File: src/logic/orre_pkg.sv
// Constants and types shared by the OR, return and rotate execution unit.
package orre_pkg;

  // Data path widths.
  localparam int ORRE_DATA_W = 8;
  localparam int ORRE_ADDR_W = 8;
  localparam int ORRE_PC_W = 13;
  localparam int ORRE_STACK_DEPTH = 8;

  // Values after reset.
  localparam logic [7:0] ORRE_ACC_RST = 8'h00;
  localparam logic ORRE_ZERO_RST = 1'h0;
  localparam logic ORRE_INT_EN_RST = 1'h0;
  localparam logic [12:0] ORRE_PC_RST = 13'h0000;
  localparam logic [1:0] ORRE_RST_SYNC_RST = 2'h0;

  // Bit positions used by the rotate.
  localparam int ORRE_MSB = 7;

  // Instruction codes presented on the operation port.
  typedef enum logic [2:0] {
    ORRE_OP_OR_IMM = 3'h0,
    ORRE_OP_OR_INTO_MEMORY = 3'h1,
    ORRE_OP_SUBROUTINE_EXIT = 3'h2,
    ORRE_OP_SUBROUTINE_EXIT_IMM = 3'h3,
    ORRE_OP_INTERRUPT_EXIT = 3'h4,
    ORRE_OP_ROTATE_LEFT = 3'h5
  } orre_op_t;

  // Sequencer states.
  typedef enum logic [2:0] {
    ORRE_ST_IDLE = 3'h0,
    ORRE_ST_MREAD = 3'h1,
    ORRE_ST_MCAPT = 3'h2,
    ORRE_ST_MWRITE = 3'h3,
    ORRE_ST_POP = 3'h4
  } orre_state_t;

endpackage

File: src/logic/orre_exec.sv
// Execution unit for OR, subroutine/interrupt return and rotate-left.
`timescale 1ns/1ps
// Function
// RULE1 - OR immediate: accumulator gets accumulator OR immediate; only zero flag.
// RULE2 - or_into_memory: memory byte gets accumulator OR byte; zero flag updated.
// RULE3 - or_into_memory leaves the accumulator unchanged.
// RULE4 - subroutine_exit loads PC from stack top; no flag changes.
// RULE5 - Exit with immediate also loads immediate into accumulator; no flags.
// RULE6 - interrupt_exit restores PC and sets master_interrupt_enable to 1.
// RULE7 - Pending interrupt at interrupt_exit is serviced before main program.
// RULE8 - rotate_left moves each bit up one, bit 7 into bit 0.
// RULE9 - rotate_left writes memory back; accumulator and flags unchanged.
// RULE10 - Each return pops exactly one stack entry.
module orre_exec
  import orre_pkg::*;
#(
  parameter int ADDR_W = ORRE_ADDR_W,
  parameter int PC_W = ORRE_PC_W,
  parameter int STACK_DEPTH = ORRE_STACK_DEPTH
) (
  input wire logic CLOCK_IN,
  input wire logic RST_N_IN,
  input wire logic OP_VALID_IN,
  input wire logic [2:0] OP_CODE_IN,
  input wire logic [7:0] OP_IMM_IN,
  input wire logic [ADDR_W-1:0] OP_ADDR_IN,
  input wire logic [7:0] MEM_RDATA_IN,
  input wire logic IRQ_PENDING_IN,
  input wire logic [PC_W-1:0] IRQ_VECTOR_IN,
  input wire logic INT_EN_CLEAR_IN,
  input wire logic PUSH_IN,
  input wire logic [PC_W-1:0] PUSH_PC_IN,
  output logic OP_READY_OUT,
  output logic DONE_OUT,
  output logic [7:0] ACC_OUT,
  output logic ZERO_OUT,
  output logic INT_EN_OUT,
  output logic [PC_W-1:0] PC_OUT,
  output logic PC_LOAD_OUT,
  output logic IRQ_TAKE_OUT,
  output logic [ADDR_W-1:0] MEM_ADDR_OUT,
  output logic MEM_RE_OUT,
  output logic MEM_WE_OUT,
  output logic [7:0] MEM_WDATA_OUT,
  output logic [$clog2(STACK_DEPTH)-1:0] SP_OUT
);

  localparam int SP_W = $clog2(STACK_DEPTH);
  localparam logic [SP_W-1:0] SP_ONE = SP_W'(1);

  logic [1:0] rst_sync_reg;
  logic rst_n;
  orre_state_t state_reg, state_next;
  orre_op_t op, op_reg;
  logic accept, is_exit, is_mem, push_take, take_irq;
  logic [7:0] imm_reg, acc_reg, or_res, rot_res, mem_res, wdata_reg;
  logic zero_reg, int_en_reg, pc_load_reg, irq_take_reg, done_reg;
  logic re_reg, we_reg, ready_reg;
  logic [ADDR_W-1:0] addr_reg;
  logic [PC_W-1:0] pc_reg, stk_rd_data, stk_wr_data;
  logic [SP_W-1:0] sp_reg, stk_rd_addr;
  logic stk_wr_en;

  // Reset is released through two flops so its removal is clean.
  always_ff @(posedge CLOCK_IN or negedge RST_N_IN) begin
    if (!RST_N_IN) begin
      rst_sync_reg <= ORRE_RST_SYNC_RST;
    end else begin
      rst_sync_reg <= {rst_sync_reg[0], 1'b1};
    end
  end
  assign rst_n = rst_sync_reg[1];

  // Decode of the offered instruction and the shared data paths.
  assign op = orre_op_t'(OP_CODE_IN);
  assign accept = OP_VALID_IN && (state_reg == ORRE_ST_IDLE);
  assign is_exit = accept && (op == ORRE_OP_SUBROUTINE_EXIT ||
                             op == ORRE_OP_SUBROUTINE_EXIT_IMM ||
                             op == ORRE_OP_INTERRUPT_EXIT);
  assign is_mem = accept && (op == ORRE_OP_OR_INTO_MEMORY ||
                             op == ORRE_OP_ROTATE_LEFT);
  // A push is only taken when no instruction competes for the stack.
  assign push_take = PUSH_IN && !OP_VALID_IN && (state_reg == ORRE_ST_IDLE);
  assign take_irq = (state_reg == ORRE_ST_POP) && IRQ_PENDING_IN &&
                    (op_reg == ORRE_OP_INTERRUPT_EXIT); // see RULE7
  assign or_res = acc_reg | MEM_RDATA_IN; // see RULE2
  assign rot_res = {MEM_RDATA_IN[ORRE_MSB-1:0], MEM_RDATA_IN[ORRE_MSB]}; // see RULE8
  assign mem_res = (op_reg == ORRE_OP_OR_INTO_MEMORY) ? or_res : rot_res;

  // Stack port: the top entry sits one below the pointer.
  assign stk_rd_addr = sp_reg - SP_ONE;
  assign stk_wr_en = push_take || take_irq;
  // The restored address is pushed again so the handler returns there.
  assign stk_wr_data = take_irq ? stk_rd_data : PUSH_PC_IN;

  orre_stack_mem #(
    .DEPTH(STACK_DEPTH),
    .WIDTH(PC_W),
    .AW(SP_W)
  ) u_stack (
    .clk_in(CLOCK_IN),
    .rst_n_in(rst_n),
    .wr_en_in(stk_wr_en),
    .wr_addr_in(sp_reg),
    .wr_data_in(stk_wr_data),
    .rd_en_in(is_exit),
    .rd_addr_in(stk_rd_addr),
    .rd_data_out(stk_rd_data)
  );

  // Next state of the sequencer.
  always_comb begin
    state_next = state_reg;
    unique case (state_reg)
      ORRE_ST_IDLE: begin
        if (is_mem) begin
          state_next = ORRE_ST_MREAD;
        end else if (is_exit) begin
          state_next = ORRE_ST_POP;
        end
      end
      ORRE_ST_MREAD: state_next = ORRE_ST_MCAPT;
      ORRE_ST_MCAPT: state_next = ORRE_ST_MWRITE;
      ORRE_ST_MWRITE: state_next = ORRE_ST_IDLE;
      ORRE_ST_POP: state_next = ORRE_ST_IDLE;
      default: state_next = ORRE_ST_IDLE;
    endcase
  end

  // Sequencer state and ready flag.
  always_ff @(posedge CLOCK_IN or negedge rst_n) begin
    if (!rst_n) begin
      state_reg <= ORRE_ST_IDLE;
      ready_reg <= 1'b0;
    end else begin
      state_reg <= state_next;
      ready_reg <= (state_next == ORRE_ST_IDLE);
    end
  end

  // Operands are held for the multi-cycle instructions.
  always_ff @(posedge CLOCK_IN or negedge rst_n) begin
    if (!rst_n) begin
      op_reg <= ORRE_OP_OR_IMM;
      imm_reg <= ORRE_ACC_RST;
      addr_reg <= '0;
    end else if (accept) begin
      op_reg <= op;
      imm_reg <= OP_IMM_IN;
      addr_reg <= OP_ADDR_IN;
    end
  end

  // Stack pointer: one pop per return, one push per call or irq entry.
  always_ff @(posedge CLOCK_IN or negedge rst_n) begin
    if (!rst_n) begin
      sp_reg <= '0;
    end else if (is_exit) begin
      sp_reg <= sp_reg - SP_ONE; // see RULE10
    end else if (stk_wr_en) begin
      sp_reg <= sp_reg + SP_ONE;
    end
  end
  // Program counter load; a pending interrupt at interrupt_exit redirects to its vector.
  always_ff @(posedge CLOCK_IN or negedge rst_n) begin
    if (!rst_n) begin
      pc_reg <= ORRE_PC_RST;
      pc_load_reg <= 1'b0;
      irq_take_reg <= 1'b0;
    end else begin
      pc_load_reg <= (state_reg == ORRE_ST_POP); // see RULE4
      irq_take_reg <= take_irq; // see RULE7
      if (take_irq) begin
        pc_reg <= IRQ_VECTOR_IN; // see RULE7
      end else if (state_reg == ORRE_ST_POP) begin
        pc_reg <= stk_rd_data; // see RULE4
      end
    end
  end
  // Accumulator; memory-side instructions never touch it (see RULE3).
  always_ff @(posedge CLOCK_IN or negedge rst_n) begin
    if (!rst_n) begin
      acc_reg <= ORRE_ACC_RST;
    end else if (accept && op == ORRE_OP_OR_IMM) begin
      acc_reg <= acc_reg | OP_IMM_IN; // see RULE1
    end else if (state_reg == ORRE_ST_POP &&
                 op_reg == ORRE_OP_SUBROUTINE_EXIT_IMM) begin
      acc_reg <= imm_reg; // see RULE5
    end
  end
  // Zero flag follows only the two OR instructions.
  always_ff @(posedge CLOCK_IN or negedge rst_n) begin
    if (!rst_n) begin
      zero_reg <= ORRE_ZERO_RST;
    end else if (accept && op == ORRE_OP_OR_IMM) begin
      zero_reg <= ((acc_reg | OP_IMM_IN) == 8'h00); // see RULE1
    end else if (state_reg == ORRE_ST_MCAPT &&
                 op_reg == ORRE_OP_OR_INTO_MEMORY) begin
      zero_reg <= (or_res == 8'h00); // see RULE2
    end
  end
  // Master interrupt enable; the set from interrupt_exit beats a clear.
  always_ff @(posedge CLOCK_IN or negedge rst_n) begin
    if (!rst_n) begin
      int_en_reg <= ORRE_INT_EN_RST;
    end else if (state_reg == ORRE_ST_POP &&
                 op_reg == ORRE_OP_INTERRUPT_EXIT) begin
      int_en_reg <= 1'b1; // see RULE6
    end else if (INT_EN_CLEAR_IN) begin
      int_en_reg <= 1'b0;
    end
  end
  // Memory strobes: read request, then write-back of the result.
  always_ff @(posedge CLOCK_IN or negedge rst_n) begin
    if (!rst_n) begin
      re_reg <= 1'b0;
      we_reg <= 1'b0;
      wdata_reg <= 8'h00;
    end else begin
      re_reg <= (state_next == ORRE_ST_MREAD);
      we_reg <= (state_reg == ORRE_ST_MCAPT); // see RULE9
      if (state_reg == ORRE_ST_MCAPT) begin
        wdata_reg <= mem_res; // see RULE2, see RULE8
      end
    end
  end
  // Completion pulse; unused codes complete at once and do nothing.
  always_ff @(posedge CLOCK_IN or negedge rst_n) begin
    if (!rst_n) begin
      done_reg <= 1'b0;
    end else begin
      done_reg <= (accept && !is_mem && !is_exit) ||
                  (state_reg == ORRE_ST_MCAPT) || (state_reg == ORRE_ST_POP);
    end
  end
  assign OP_READY_OUT = ready_reg;
  assign DONE_OUT = done_reg;
  assign ACC_OUT = acc_reg;
  assign ZERO_OUT = zero_reg;
  assign INT_EN_OUT = int_en_reg;
  assign PC_OUT = pc_reg;
  assign PC_LOAD_OUT = pc_load_reg;
  assign IRQ_TAKE_OUT = irq_take_reg;
  assign MEM_ADDR_OUT = addr_reg;
  assign MEM_RE_OUT = re_reg;
  assign MEM_WE_OUT = we_reg;
  assign MEM_WDATA_OUT = wdata_reg;
  assign SP_OUT = sp_reg;
endmodule // orre_exec

File: src/logic/orre_stack_mem.sv
// Hardware return-address stack storage with registered read data.
`timescale 1ns/1ps
module orre_stack_mem #(
  parameter int DEPTH = 8,
  parameter int WIDTH = 13,
  parameter int AW = 3
) (
  input wire logic clk_in,
  input wire logic rst_n_in,
  input wire logic wr_en_in,
  input wire logic [AW-1:0] wr_addr_in,
  input wire logic [WIDTH-1:0] wr_data_in,
  input wire logic rd_en_in,
  input wire logic [AW-1:0] rd_addr_in,
  output logic [WIDTH-1:0] rd_data_out
);

  logic [WIDTH-1:0] mem_reg [DEPTH];

  // Storage has no reset; a return before any push reads stale data.
  always_ff @(posedge clk_in) begin
    if (wr_en_in) begin
      mem_reg[wr_addr_in] <= wr_data_in;
    end
  end

  // Read data is registered so it is valid the cycle after the request.
  always_ff @(posedge clk_in or negedge rst_n_in) begin
    if (!rst_n_in) begin
      rd_data_out <= '0;
    end else if (rd_en_in) begin
      rd_data_out <= mem_reg[rd_addr_in];
    end
  end

endmodule // orre_stack_mem
File: config.mk
export PLATFORM = sky130hd
export DESIGN_NAME = orre_exec
export DESIGN_NICKNAME = d
export VERILOG_FILES = /design/src/logic/orre_pkg.sv /design/src/logic/orre_exec.sv /design/src/logic/orre_stack_mem.sv
export SDC_FILE = /design/constraint.sdc
export NUM_CORES = 1
export LEC_CHECK = 0
export BUFFER_PORTS_ARGS = -buffer_cell sky130_fd_sc_hd__buf_2
export CORE_UTILIZATION = 53
export CTS_BUF_LIST = sky130_fd_sc_hd__clkbuf_2 sky130_fd_sc_hd__clkbuf_4 sky130_fd_sc_hd__clkbuf_8
export CTS_CLUSTER_SIZE = 8
export DETAILED_ROUTE_END_ITERATION = 10
export MAX_ROUTING_LAYER = met4
export PLACE_DENSITY_LB_ADDON = 0.08
export RECOVER_POWER = 100
export SETUP_SLACK_MARGIN = 0.4
export SLEW_MARGIN = 20
export SYNTH_ARGS = -nofsm -noshare
export SYNTH_HDL_FRONTEND = slang
export SYNTH_HIERARCHICAL = 1
export SYNTH_SLANG_ARGS = --single-unit
File: constraint.sdc
create_clock -name CLOCK_IN -period 2.21 [get_ports CLOCK_IN]
set_input_delay 0.1105 -clock CLOCK_IN [delete_from_list [all_inputs] [get_ports CLOCK_IN]]
set_output_delay 0.1105 -clock CLOCK_IN [all_outputs]
set_load 0.03 [all_outputs]
==> After elaboration in Yosys (flattened, before gate mapping) <==
Memories as Yosys holds them, arrays and structs flattened. A register that Yosys moved wholly into a read port is not among the register bits.
Index checks and enable logic that the tools add are counted.
{ "totals": {"n_memories": 1, "out_inout_bits": 48, "inputBits": 59, "ramBits": 104, "regBits": 64} }
{ "op_classes": {"addsub": 2, "reduce_logical": 33, "mux": 17, "bitwise_logic": 2, "n_eq_ne": 12} }
{ "memory_table": {"columns": ["memory", "words", "width", "read_ports", "rd_ports_with_merged_regs", "write_ports", "line", "rtl"], "rows": [
  ["u_stack.mem_reg", 8, 13, 1, 1, 1, "orre_stack_mem.sv:18", "logic [WIDTH-1:0] mem_reg [DEPTH];"]
]} }
{ "op_table": {"columns": ["cell", "count"], "rows": [
  ["$mux 13", 3],
  ["$mux 8", 3],
  ["$logic_not 8->1", 2],
  ["$or 8x8->8", 2],
  ["$logic_and 1x1->1", 13],
  ["$eq 3x1->1 const B", 4],
  ["$eq 3x2->1 const B", 4],
  ["$eq 3x3->1 const B", 4],
  ["$mux 3", 4],
  ["$reduce_bool 2->1", 5],
  ["$logic_not 3->1", 3],
  ["$pmux 3 s3", 1],
  ["$logic_or 1x1->1", 6],
  ["$mux 1", 6],
  ["$logic_not 1->1", 4],
  ["$add 3x1->3 const B", 1],
  ["$sub 3x1->3 const B", 1]
]} }

==> Logic depth before layout (Yosys ltp) <==
Gate-level depths: netlist of the first run.
{ "depth": {"depth_word": 8, "ltp_mapped": 7, "depth_no_buf": 6} }

==> Modules after synthesis <==
Netlist of the first run, hierarchy kept.
{ "by_module_without_submodules": {"columns": ["module", "area_each_um2", "seq_area_each_um2", "instances", "cells_each"], "rows": [
  ["orre_stack_mem", 4556.9, 3448.3, 1, 264],
  ["orre_exec", 2930.3, 1601.5, 1, 342]
]} }

==> Worst setup path after synthesis of the first run <==
Ideal clock, no wire load.
{ "synth_path": {"path_type": "flip-flop to flip-flop", "from": "register state_reg[0]", "to": "memory u_stack.mem_reg[4][0], enable pin", "setup_ns": 0.400, "t_arrival_ns": 2.470, "period_less_slack_ns": 2.869, "path_stages_with_launch": 8, "path_buffers": 2, "setup_slack_ns": -0.659, "path_cell_list": "dfrtp_1 -> nor3b_1 -> nand4_1 -> clkbuf_1 -> clkbuf_1 -> nand2_1 -> nand2_1 -> nor3_1"} }
{ "synth_via": {"elab_chain_cells": 6, "word_cells_on_any_way": 8} }
{ "synth_lines": {"columns": ["element", "line", "rtl"], "rows": [
  ["from (decl)", "orre_exec.sv:53", "orre_state_t state_reg, state_next;"],
  ["from (signal assigned)", "orre_exec.sv:136", "state_reg <= state_next;"],
  ["$eq 3x3->1", "orre_exec.sv:84", "assign take_irq = (state_reg == ORRE_ST_POP) && IRQ_PENDING_IN &&"],
  ["$logic_and 1x1->1 (2 in series)", "orre_exec.sv:84", null],
  ["$logic_or 1x1->1 (*)", "orre_exec.sv:92", "assign stk_wr_en = push_take || take_irq;"],
  ["via stk_wr_en", "orre_exec.sv:62", "logic stk_wr_en;"],
  ["$mux 1 (*)", "orre_stack_mem.sv:22", "if (wr_en_in) begin"],
  ["$mux 1 (implied by the code) (*)", "orre_stack_mem.sv:23", "mem_reg[wr_addr_in] <= wr_data_in;"],
  ["to (decl)", "orre_stack_mem.sv:18", null]
]} }
The timed path passes the listed nets; every way through them passes the cells marked *.

==> Worst setup path after layout of the first run <==
{ "layout_path": {"from": "register state_reg[1]", "to": "register pc_reg[0] (netlist: PC_OUT[0])"} }
{ "layout_via": {"elab_chain_cells": 4, "word_cells_on_any_way": 5} }
{ "layout_lines": {"columns": ["element", "line", "rtl"], "rows": [
  ["$eq 3x3->1 (*)", "orre_exec.sv:84, orre_exec.sv:175", null],
  ["$logic_and 1x1->1 (2 in series)", "orre_exec.sv:84", null],
  ["$mux 13 / $reduce_bool 2->1 (equally long branches)", null, null],
  ["to (signal assigned)", "orre_exec.sv:176", "pc_reg <= stk_rd_data;"],
  ["to (decl)", "orre_exec.sv:60", "logic [PC_W-1:0] pc_reg, stk_rd_data, stk_wr_data;"]
]} }
Mark *: on every way between the ends. The rest lies on a longest branch, timed or not.
A chain may end at the register's enable or synchronous reset.

==> flow_summary.ini, run 1 <==
[status]
outcome = finished clean

[route]
drt_iter0_drc = 520
ant_nets = 0
drtPass1Iterations = 5
drc = 0
drt-total-wl_mm = 19.91
viasPerCell = 5.650
wl_per_cell_um = 19.74
num_vias = 5701

[global_route]
grt_pass1_wl_mm = 29.04
gr-total-overflow = 0
track_usage = 0.2788
antenna_found_initial = 0
grt_pass1_vias = 5394
grt_start_max_net_pins = 67

[logic_synthesis]
synth_area_leaders = edfxtp_1 (42%), dfrtp_1 (26%), nand2_1 (7.3%), mux2i_1 (5.3%), nor2b_1 (2.3%)
ys_seq_elements = 181
synth-warning-count = 6
async_flop_share = 0.4254
syn_avg_cell_area_um2 = 12.36
synth_nets = 667
yosysMostFrequentCell = nand2_1
yosysSeqAreaShare = 0.6745
yosysTopAreaCell = edfxtp_1
synthFlopType = edfxtp_1
syn_inst = 606
synthTopCellsByCount = nand2_1 (145), edfxtp_1 (104), dfrtp_1 (77)
yosys.area.top_type_share = 0.4171
synth_area_um2 = 7487
synth_edf_count = 104
yosysUniqueCellTypes = 41

[timing]
fin_crit_sh = 0.9507
worst_pin_slew_ns = 1.458
finalHoldViolCount = 0
finalSetupViolCount = 0
rsz0062_at_grt = true
fin_crit_ns = 2.101
tns_ns = 0
finalMaxSlewViolations = 0
hold_slack_ns = 0.02850
layout_setup_ws_ns = 0.1089
relSlewSlack = 0.02816
fmax_mhz = 475.9
fin_worst_skew_ns = 0.01875

[finish]
syn_to_final_growth_pct = 34.16
postLayoutCoreUtil = 0.7265
n_fill_cell = 945
multi_input_area_um2 = 2629
regArea_um2 = 5055
num_antenna_cells = 0
nNetsFinal = 877
largest_register_ffs = 104
drive_gt1_frac = 0.2521

[clock_tree]
cts_root_buf = clkbuf_8
clock_latency_ns = 0.46
cts-buffers-inserted = 17
clock_sinks = 181
tritoncts = done
clockBufferDepth = 2
cts.reportedPaths.clkPinSlew_ns = 0.10
cts_max_level = 4

[critical_path]
cp.required_ns = 2.56
cp-startpoint = state_reg[1]
crit_chain = clkbuf_1 -> nor3b_4 -> nand4_1 -> clkbuf_1 -> buf_8 -> clkinvlp_4 -> buf_6 -> clkbuf_2 -> nand2_2 -> a31oi_1
worstPathArrival_ns = 2.46
cp-start-kind = flip-flop
slowest_delay_ns = 0.45
cp-endpoint = PC_OUT[0]
reg2reg_slack_ns = 0.11
setup.worst_path.end_class = flip-flop
r2r_cells = 10
timing.rr.end = PC_OUT[0]
path_max_fanout = 5
cpMaxStageDelayCell = dfrtp_2
r2r_start = state_reg[1]
crit_top_cell = clkbuf_1
critPathKind = flip-flop to flip-flop

[floorplanning]
dieArea_um2 = 14610
die_y_um = 120.9
core-area_um2 = 13830
ios = 107
initial_core_util = 0.5415
rows = 43
die_w_um = 120.9

[power]
ir_worst_vdd_v = 0.001086
report.power.total_mw = 12.59
p_per_area_nw_per_um2 = 1254
p_leak_nw = 4.141

[min_path]
hp-class = input pin to flip-flop

[placement]
gp_congestion = 0.8498
pre_cts_slack_ns = 0.1166
dp.final_hpwl_mm = 11.13
port-buffer-count = 106

[flow_run]
max_cap_viol_count = 0
[routing by layer]
metal	global-route usage	up-vias	wire [um]
li1	-	2605	-
met1	0.3769	2816	8265
met2	0.4243	245	9801
met3	0.05075	35	1451
met4	0.1049	0	395
met5	-	-	0
[what timing repair did]
item / CTS / global route
resized for setup: 26 / 94
buffers inserted: 22 / 15
hold endpoints to repair: 48 / 18
hold buffers: 40 / 3
gates cloned: 3 / 1
setup endpoints to repair: 245 / 243
pin swaps: 20 / 32
[per-stage QoR]
stage	instance area (um2)	instances
3_3_place_gp	8635	893
2_1_floorplan	7696	606
5_1_grt	10040	1009
6_report	10040	1009
3_5_place_dp	8635	893
4_1_cts	9834	990
[how the worst min path moves through the flow]
stage,start,to,cells past startpoint
after detailed placement,RST_N_IN,rst_sync_reg[0],1
after global placement,RST_N_IN,rst_sync_reg[0],1
after floorplan,RST_N_IN,rst_sync_reg[0],0
after global routing,PUSH_PC_IN[1],u_stack/mem_reg[1][1],3
after CTS,MEM_RDATA_IN[4],MEM_WDATA_OUT[5],3
final,PUSH_PC_IN[4],u_stack/mem_reg[5][4],3
[critical path, delay by kind of cell, from the launching register on]
kind / cells / cell delay (ns)
buf+inv: 6 / 0.84
flops: 1 / 0.45
simple gates: 3 / 0.42
compound gates: 1 / 0.28
[logic make-up after synthesis]
group | count (synthesis) | share of synthesized area
buf+inv | 36 | 0.02189
xor+xnor | 5 | 0.005849
compound gates | 90 | 0.08857
mux | 41 | 0.05498
other cells | 1 | 0.0005009
flops | 181 | 0.6745
fa+ha+maj | 2 | 0.003342
simple gates | 250 | 0.1504
[cell usage in the layout, fill, tap and decap left out, drive strengths merged, types with 3 or more instances in the layout]
master	count
a31oi	13
nand2	146
buf	108
a41o	13
o22a	8
nor4	7
bufinv	4
xnor2	4
edfxtp	104
mux2i	40
nand2b	5
clkbuf	88
a22oi	13
o21ai	19
a211o	13
o21a	8
dlygate4sd3	43
nor2b	28
nand4	3
inv	12
nor2	32
a21oi	3
dfrtp	77
nor3	3
nand3	15
[report_power, final]
| group | total [mW] | switching (mW) | internal, mW |
|---|---|---|---|
| Clock | 2.52 | 1.22 | 1.30 |
| Sequential | 4.83 | 0.541 | 4.29 |
| Combinational | 5.25 | 3.27 | 1.97 |
| Total | 12.6 | 5.03 | 7.56 |
[final cells by class]
class                      instances  area share
clock inverter                    13     0.01918
clock buffer                      19     0.02541
timing repair buffer             220      0.1654
tap                              180     0.02242
multi-input combinational        390      0.2617
sequential                       181      0.5032
inverter                           6    0.002616
Power figures use the tool's default switching activity.
==> run 2, diff against run 1 <==
--- a/config.mk
+++ b/config.mk
@@ -6,7 +6,7 @@
 export NUM_CORES = 1
 export LEC_CHECK = 0
 export BUFFER_PORTS_ARGS = -buffer_cell sky130_fd_sc_hd__buf_2
-export CORE_UTILIZATION = 53
+export CORE_UTILIZATION = 55
 export CTS_BUF_LIST = sky130_fd_sc_hd__clkbuf_2 sky130_fd_sc_hd__clkbuf_4 sky130_fd_sc_hd__clkbuf_8
 export CTS_CLUSTER_SIZE = 8
 export DETAILED_ROUTE_END_ITERATION = 10
==> constraint.sdc (replaced) <==
create_clock -name CLOCK_IN -period 2.7 [get_ports CLOCK_IN]
set_input_delay 0.135 -clock CLOCK_IN [delete_from_list [all_inputs] [get_ports CLOCK_IN]]
set_output_delay 0.135 -clock CLOCK_IN [all_outputs]
set_load 0.03 [all_outputs]
==> run 2 against run 1 <==
Against the previous run:
- die area is 3.6% lower
- cell count is 5.5% lower
- sequential share of layout area is 5.4 points higher
- power is 25% lower
- non-clock buffer count is 50 lower
- clock skew is 0.0092 ns lower
==> flow_summary.ini, run 2 (synthesis gave the netlist of run 1 again) <==
[finish]
layout_common_cells = nand2_1 (146), edfxtp_1 (104), dfrtp_1 (77)
nNetsFinal = 826
final_common_cell = nand2_1
num_antenna_cells = 0
largest_register_ffs = 104
drive_gt1_frac = 0.1710
syn_to_final_growth_pct = 20.99

[critical_path]
cp.required_ns = 3.09
cp-startpoint = state_reg[0]
critPathKind = flip-flop to flip-flop
crit_chain = or4b_4 -> or4_1 -> nand2_1 -> o21a_1 -> o22a_1
r2r_start = state_reg[0]
critical_path.top_delay_family = simple AND/OR/NAND/NOR gates
path_max_fanout = 10
slowest_delay_ns = 0.64
reg2reg_slack_ns = 0.33
critPathBufInv = 0
cpMaxStageDelayCell = or4_1
cp-start-kind = flip-flop
worstPathArrival_ns = 2.76
setup.worst_path.end_class = flip-flop

[route]
wl_per_cell_um = 17.35
viasPerCell = 5.525
ant_nets = 0
drtPass1Iterations = 5
drc = 0
drt_iter0_drc = 456
drt-total-wl_mm = 16.55
num_vias = 5271

[floorplanning]
ios = 107
dieArea_um2 = 14080
die_y_um = 118.7
initial_core_util = 0.5654
core-area_um2 = 13240
rows = 42
die_w_um = 118.7

[global_route]
grt_pass1_wl_mm = 26.34
track_usage = 0.2551
grt_pass1_vias = 5047
grt_start_max_net_pins = 76
antenna_found_initial = 0
gr-total-overflow = 0

[timing]
tns_ns = 0
finalHoldViolCount = 0
worst_pin_slew_ns = 1.119
relSlewSlack = 0.2541
finalSetupViolCount = 0
fin_crit_sh = 0.8767
rsz0062_at_grt = false
fmax_mhz = 422.4
layout_setup_ws_ns = 0.3328
finalMaxSlewViolations = 0
fin_crit_ns = 2.367
fin_worst_skew_ns = 0.009588

[placement]
dp.final_hpwl_mm = 10.68
port-buffer-count = 106
gp_congestion = 0.8739
pre_cts_slack_ns = 0.4479

[power]
ir_worst_vdd_v = 0.0005794
p_per_area_nw_per_um2 = 1037
p_leak_nw = 3.727

[clock_tree]
cts-buffers-inserted = 17
tritoncts = done
cts.reportedPaths.clkPinSlew_ns = 0.09
clock_sinks = 181
clock_latency_ns = 0.45
cts_max_level = 4
clockBufferDepth = 2
cts_root_buf = clkbuf_8

[status]
outcome = finished clean

[flow_run]
max_cap_viol_count = 0

[min_path]
hp-class = input pin to flip-flop
hp-start = MEM_RDATA_IN[6]
run 2: power breakdown:
group / leakage, nW / internal (mW) / switching [mW]
Sequential: 1.86 / 3.51 / 0.418
Clock: 0.216 / 1.00 / 0.890
Combinational: 1.65 / 1.24 / 2.34
run 2: per-stage QoR:
step	cell area [um2]	power, mW	utilization	hold slack (ns)	instances
floorplan	7531	6.425	-	-0.1606	606
global placement	8347	7.477	0.6303	-0.07846	883
detailed placement	8347	7.579	0.6303	-0.07595	883
CTS	9116	9.507	0.6884	0.006595	950
global route	9059	9.906	0.6841	0.05444	954
finish	9059	9.389	0.6841	0.03633	954
run 2: metal layers:
| metal | global-route usage | share of wire |
|---|---|---|
| met1 | 0.3545 | 0.46 |
| met4 | 0.08070 | 0.010 |
| met3 | 0.04392 | 0.064 |
| met2 | 0.3867 | 0.47 |
| met5 | - | 0 |
run 2: tightest hold or removal path, stage by stage:
cell and delay (ns):
buf_2 0.09, o21ai_0 0.08, o21ai_0 0.14
run 2: path summary, 6_finish.rpt:
kind / endpoint / cells after the start
setup / recovery: ACC_OUT[0] / 5
hold / removal: MEM_WDATA_OUT[7] / 3
setup reg to reg: ACC_OUT[0] / 5
hold reg to reg: rst_sync_reg[1] / 0
max in group asynchronous: u_stack/rd_data_out[8] / 1
min in group asynchronous: MEM_ADDR_OUT[4] / 0
run 2: area by class of cell:
class / instances / area (um2)
Clock buffer: 24 / 292.8
Sequential cell: 181 / 5050
Inverter: 6 / 22.52
Tap cell: 176 / 220.2
Clock inverter: 8 / 126.4
Timing Repair Buffer: 170 / 1030
Multi-Input combinational cell: 389 / 2317
Fill cell: 1041 / 4184
run 2: repair_timing:
| item | in CTS | in global routing |
|---|---|---|
| gates resized for setup | 0 | 4 |
| hold buffers | 35 | 0 |
| endpoints found under the hold margin | 36 | 0 |
| setup endpoints to repair | 0 | 20 |
| setup buffers | 0 | 3 |
==> run 3, diff against run 2 <==
--- a/config.mk
+++ b/config.mk
@@ -5,7 +5,8 @@
 export SDC_FILE = /design/constraint.sdc
 export NUM_CORES = 1
 export LEC_CHECK = 0
-export BUFFER_PORTS_ARGS = -buffer_cell sky130_fd_sc_hd__buf_2
+export BUFFER_PORTS_ARGS = -buffer_cell sky130_fd_sc_hd__buf_4
+export CORE_ASPECT_RATIO = 1.1
 export CORE_UTILIZATION = 55
 export CTS_BUF_LIST = sky130_fd_sc_hd__clkbuf_2 sky130_fd_sc_hd__clkbuf_4 sky130_fd_sc_hd__clkbuf_8
 export CTS_CLUSTER_SIZE = 8
==> run 3 against run 2 <==
Against the previous run:
- the flow now finishes with violations (capacitance limit, slew limit)
- power fell by 2.0%
- die area barely moved
- wire length rose by 0.59%
- setup slack improved by 0.019 ns
- sequential cell count did not move
- combinational power barely moved
- clock skew rose by 0.0082 ns
- first-iteration DRC count fell by 37%
- via count fell by 2.0%
- critical endpoint is now ACC_OUT[1]
==> flow_summary.ini, run 3 (synthesis gave the netlist of run 1 again) <==
[critical_path]
timing.rr.end = ACC_OUT[1]
r2r_start = state_reg[0]
setup.worst_path.end_class = flip-flop
cp-start-kind = flip-flop
path_max_fanout = 30
cp.required_ns = 3.10
critical_path.top_delay_family = simple AND/OR/NAND/NOR gates
slowest_delay_ns = 0.46
critPathKind = flip-flop to flip-flop
cpMaxStageDelayCell = nand4b_1
reg2reg_slack_ns = 0.35
crit_chain = nor3b_1 -> buf_4 -> nand4b_1 -> nand2_1 -> o21a_1 -> o22a_1
r2r_cells = 6
worstPathArrival_ns = 2.75
critPathBufInv = 1

[route]
wl_per_cell_um = 17.38
ant_nets = 0
drc = 0
drtPass1Iterations = 5
drt_iter0_drc = 287
viasPerCell = 5.389
drt-total-wl_mm = 16.65
num_vias = 5163

[min_path]
min_path_cells = 3
holdPathEnd = MEM_WDATA_OUT[2]
hp-class = input pin to flip-flop
hp-start = MEM_RDATA_IN[1]

[clock_tree]
clock_latency_ns = 0.45
clock_sinks = 181
cts.reportedPaths.clkPinSlew_ns = 0.09
cts_root_buf = clkbuf_8
cts-buffers-inserted = 17
clockBufferDepth = 2
cts_max_level = 4
tritoncts = done
post_cts_buffers = 0

[global_route]
gr-total-overflow = 0
grt_start_max_net_pins = 76
track_usage = 0.2562
grt_pass1_wl_mm = 26.57
antenna_found_initial = 0
grt_pass1_vias = 5173

[status]
failed_checks = capacitance limit, slew limit
outcome = finished, violations left

[timing]
fin_crit_ns = 2.348
tns_ns = 0
fin_crit_sh = 0.8695
finalHoldViolCount = 0
hold_slack_ns = 0.04820
finalSetupViolCount = 0
rsz0062_at_grt = true
finalMaxSlewViolations = 76
fmax_mhz = 426.0
relSlewSlack = -0.1056
fin_worst_skew_ns = 0.01782
worst_pin_slew_ns = 1.658

[floorplanning]
rows = 44
die_y_um = 124.4
die_w_um = 113.2
initial_core_util = 0.5643
core-area_um2 = 13270
ios = 107
dieArea_um2 = 14080

[placement]
gp_congestion = 0.8039
dp.final_hpwl_mm = 10.62
port-buffer-count = 106

[finish]
nNetsFinal = 822
largest_register_ffs = 104
final_common_cell = nand2_1
num_antenna_cells = 0
drive_gt1_frac = 0.1654
layout_common_cells = nand2_1 (146), edfxtp_1 (104), dfrtp_1 (76)
syn_to_final_growth_pct = 21.69

[power]
p_leak_nw = 3.730
ir_worst_vdd_v = 0.0005233
p_per_area_nw_per_um2 = 1010

[flow_run]
max_cap_viol_count = 1
-- run 3: worst max-delay path by stage --
| stage | start | endpoint | cells after the start |
|---|---|---|---|
| 3_5_place_dp | state_reg[0] | ACC_OUT[1] | 5 |
| 6_report | state_reg[0] | ACC_OUT[1] | 6 |
| 3_3_place_gp | state_reg[0] | ACC_OUT[1] | 4 |
| 5_1_grt | state_reg[0] | ACC_OUT[3] | 6 |
| 4_1_cts | state_reg[0] | ACC_OUT[1] | 5 |
| 2_1_floorplan | SP_OUT[0] | u_stack/rd_data_out[3] | 7 |
-- run 3: per-stage QoR --
| step | cell area (um2) | util | setup slack [ns] | cells | total power, mW |
|---|---|---|---|---|---|
| 2_1_floorplan | 7531 | - | 0.3568 | 606 | 6.425 |
| 3_3_place_gp | 8615 | 0.6493 | 0.5120 | 890 | 7.638 |
| 3_5_place_dp | 8615 | 0.6493 | 0.4604 | 890 | 7.763 |
| 4_1_cts | 9346 | 0.7045 | 0.4419 | 958 | 9.513 |
| 5_1_grt | 9111 | 0.6867 | 0.2096 | 958 | 9.715 |
| 6_report | 9111 | 0.6867 | 0.3523 | 958 | 9.199 |
-- run 3: power by group --
| group | switching, mW | total (mW) | internal [mW] |
|---|---|---|---|
| sequential | 0.417 | 3.92 | 3.51 |
| clock | 0.929 | 1.72 | 0.790 |
| combinational | 2.31 | 3.56 | 1.24 |
| total | 3.66 | 9.20 | 5.54 |
-- run 3: worst min-delay path: cells and delay by family --
| family | cells | cell delay (ns) |
|---|---|---|
| buffers and inverters | 1 | 0.09 |
| AO/OA/AOI/OAI | 2 | 0.23 |
-- run 3: cell type report --
type,count,area (um2)
Timing Repair Buffer,166,1132
Sequential cell,181,5051
Inverter,6,22.52
Fill cell,1005,4156
Multi-Input combinational cell,389,2303
Tap cell,184,230.2
Clock buffer,22,271.5
Clock inverter,10,100.1
-- run 3: routing by layer --
layer	global-route usage	wire length, um	up-vias
met5	-	0	-
met4	0.08591	177	0
met3	0.04380	827	18
met2	0.3919	7979	158
met1	0.3513	7663	2501
li1	-	-	2486
-- run 3: timing repair --
| action | in CTS | in global routing |
|---|---|---|
| hold buffers | 36 | 0 |
| resized for setup | 0 | 2 |
| endpoints found under the hold margin | 38 | 0 |
| setup endpoints to repair | 0 | 11 |
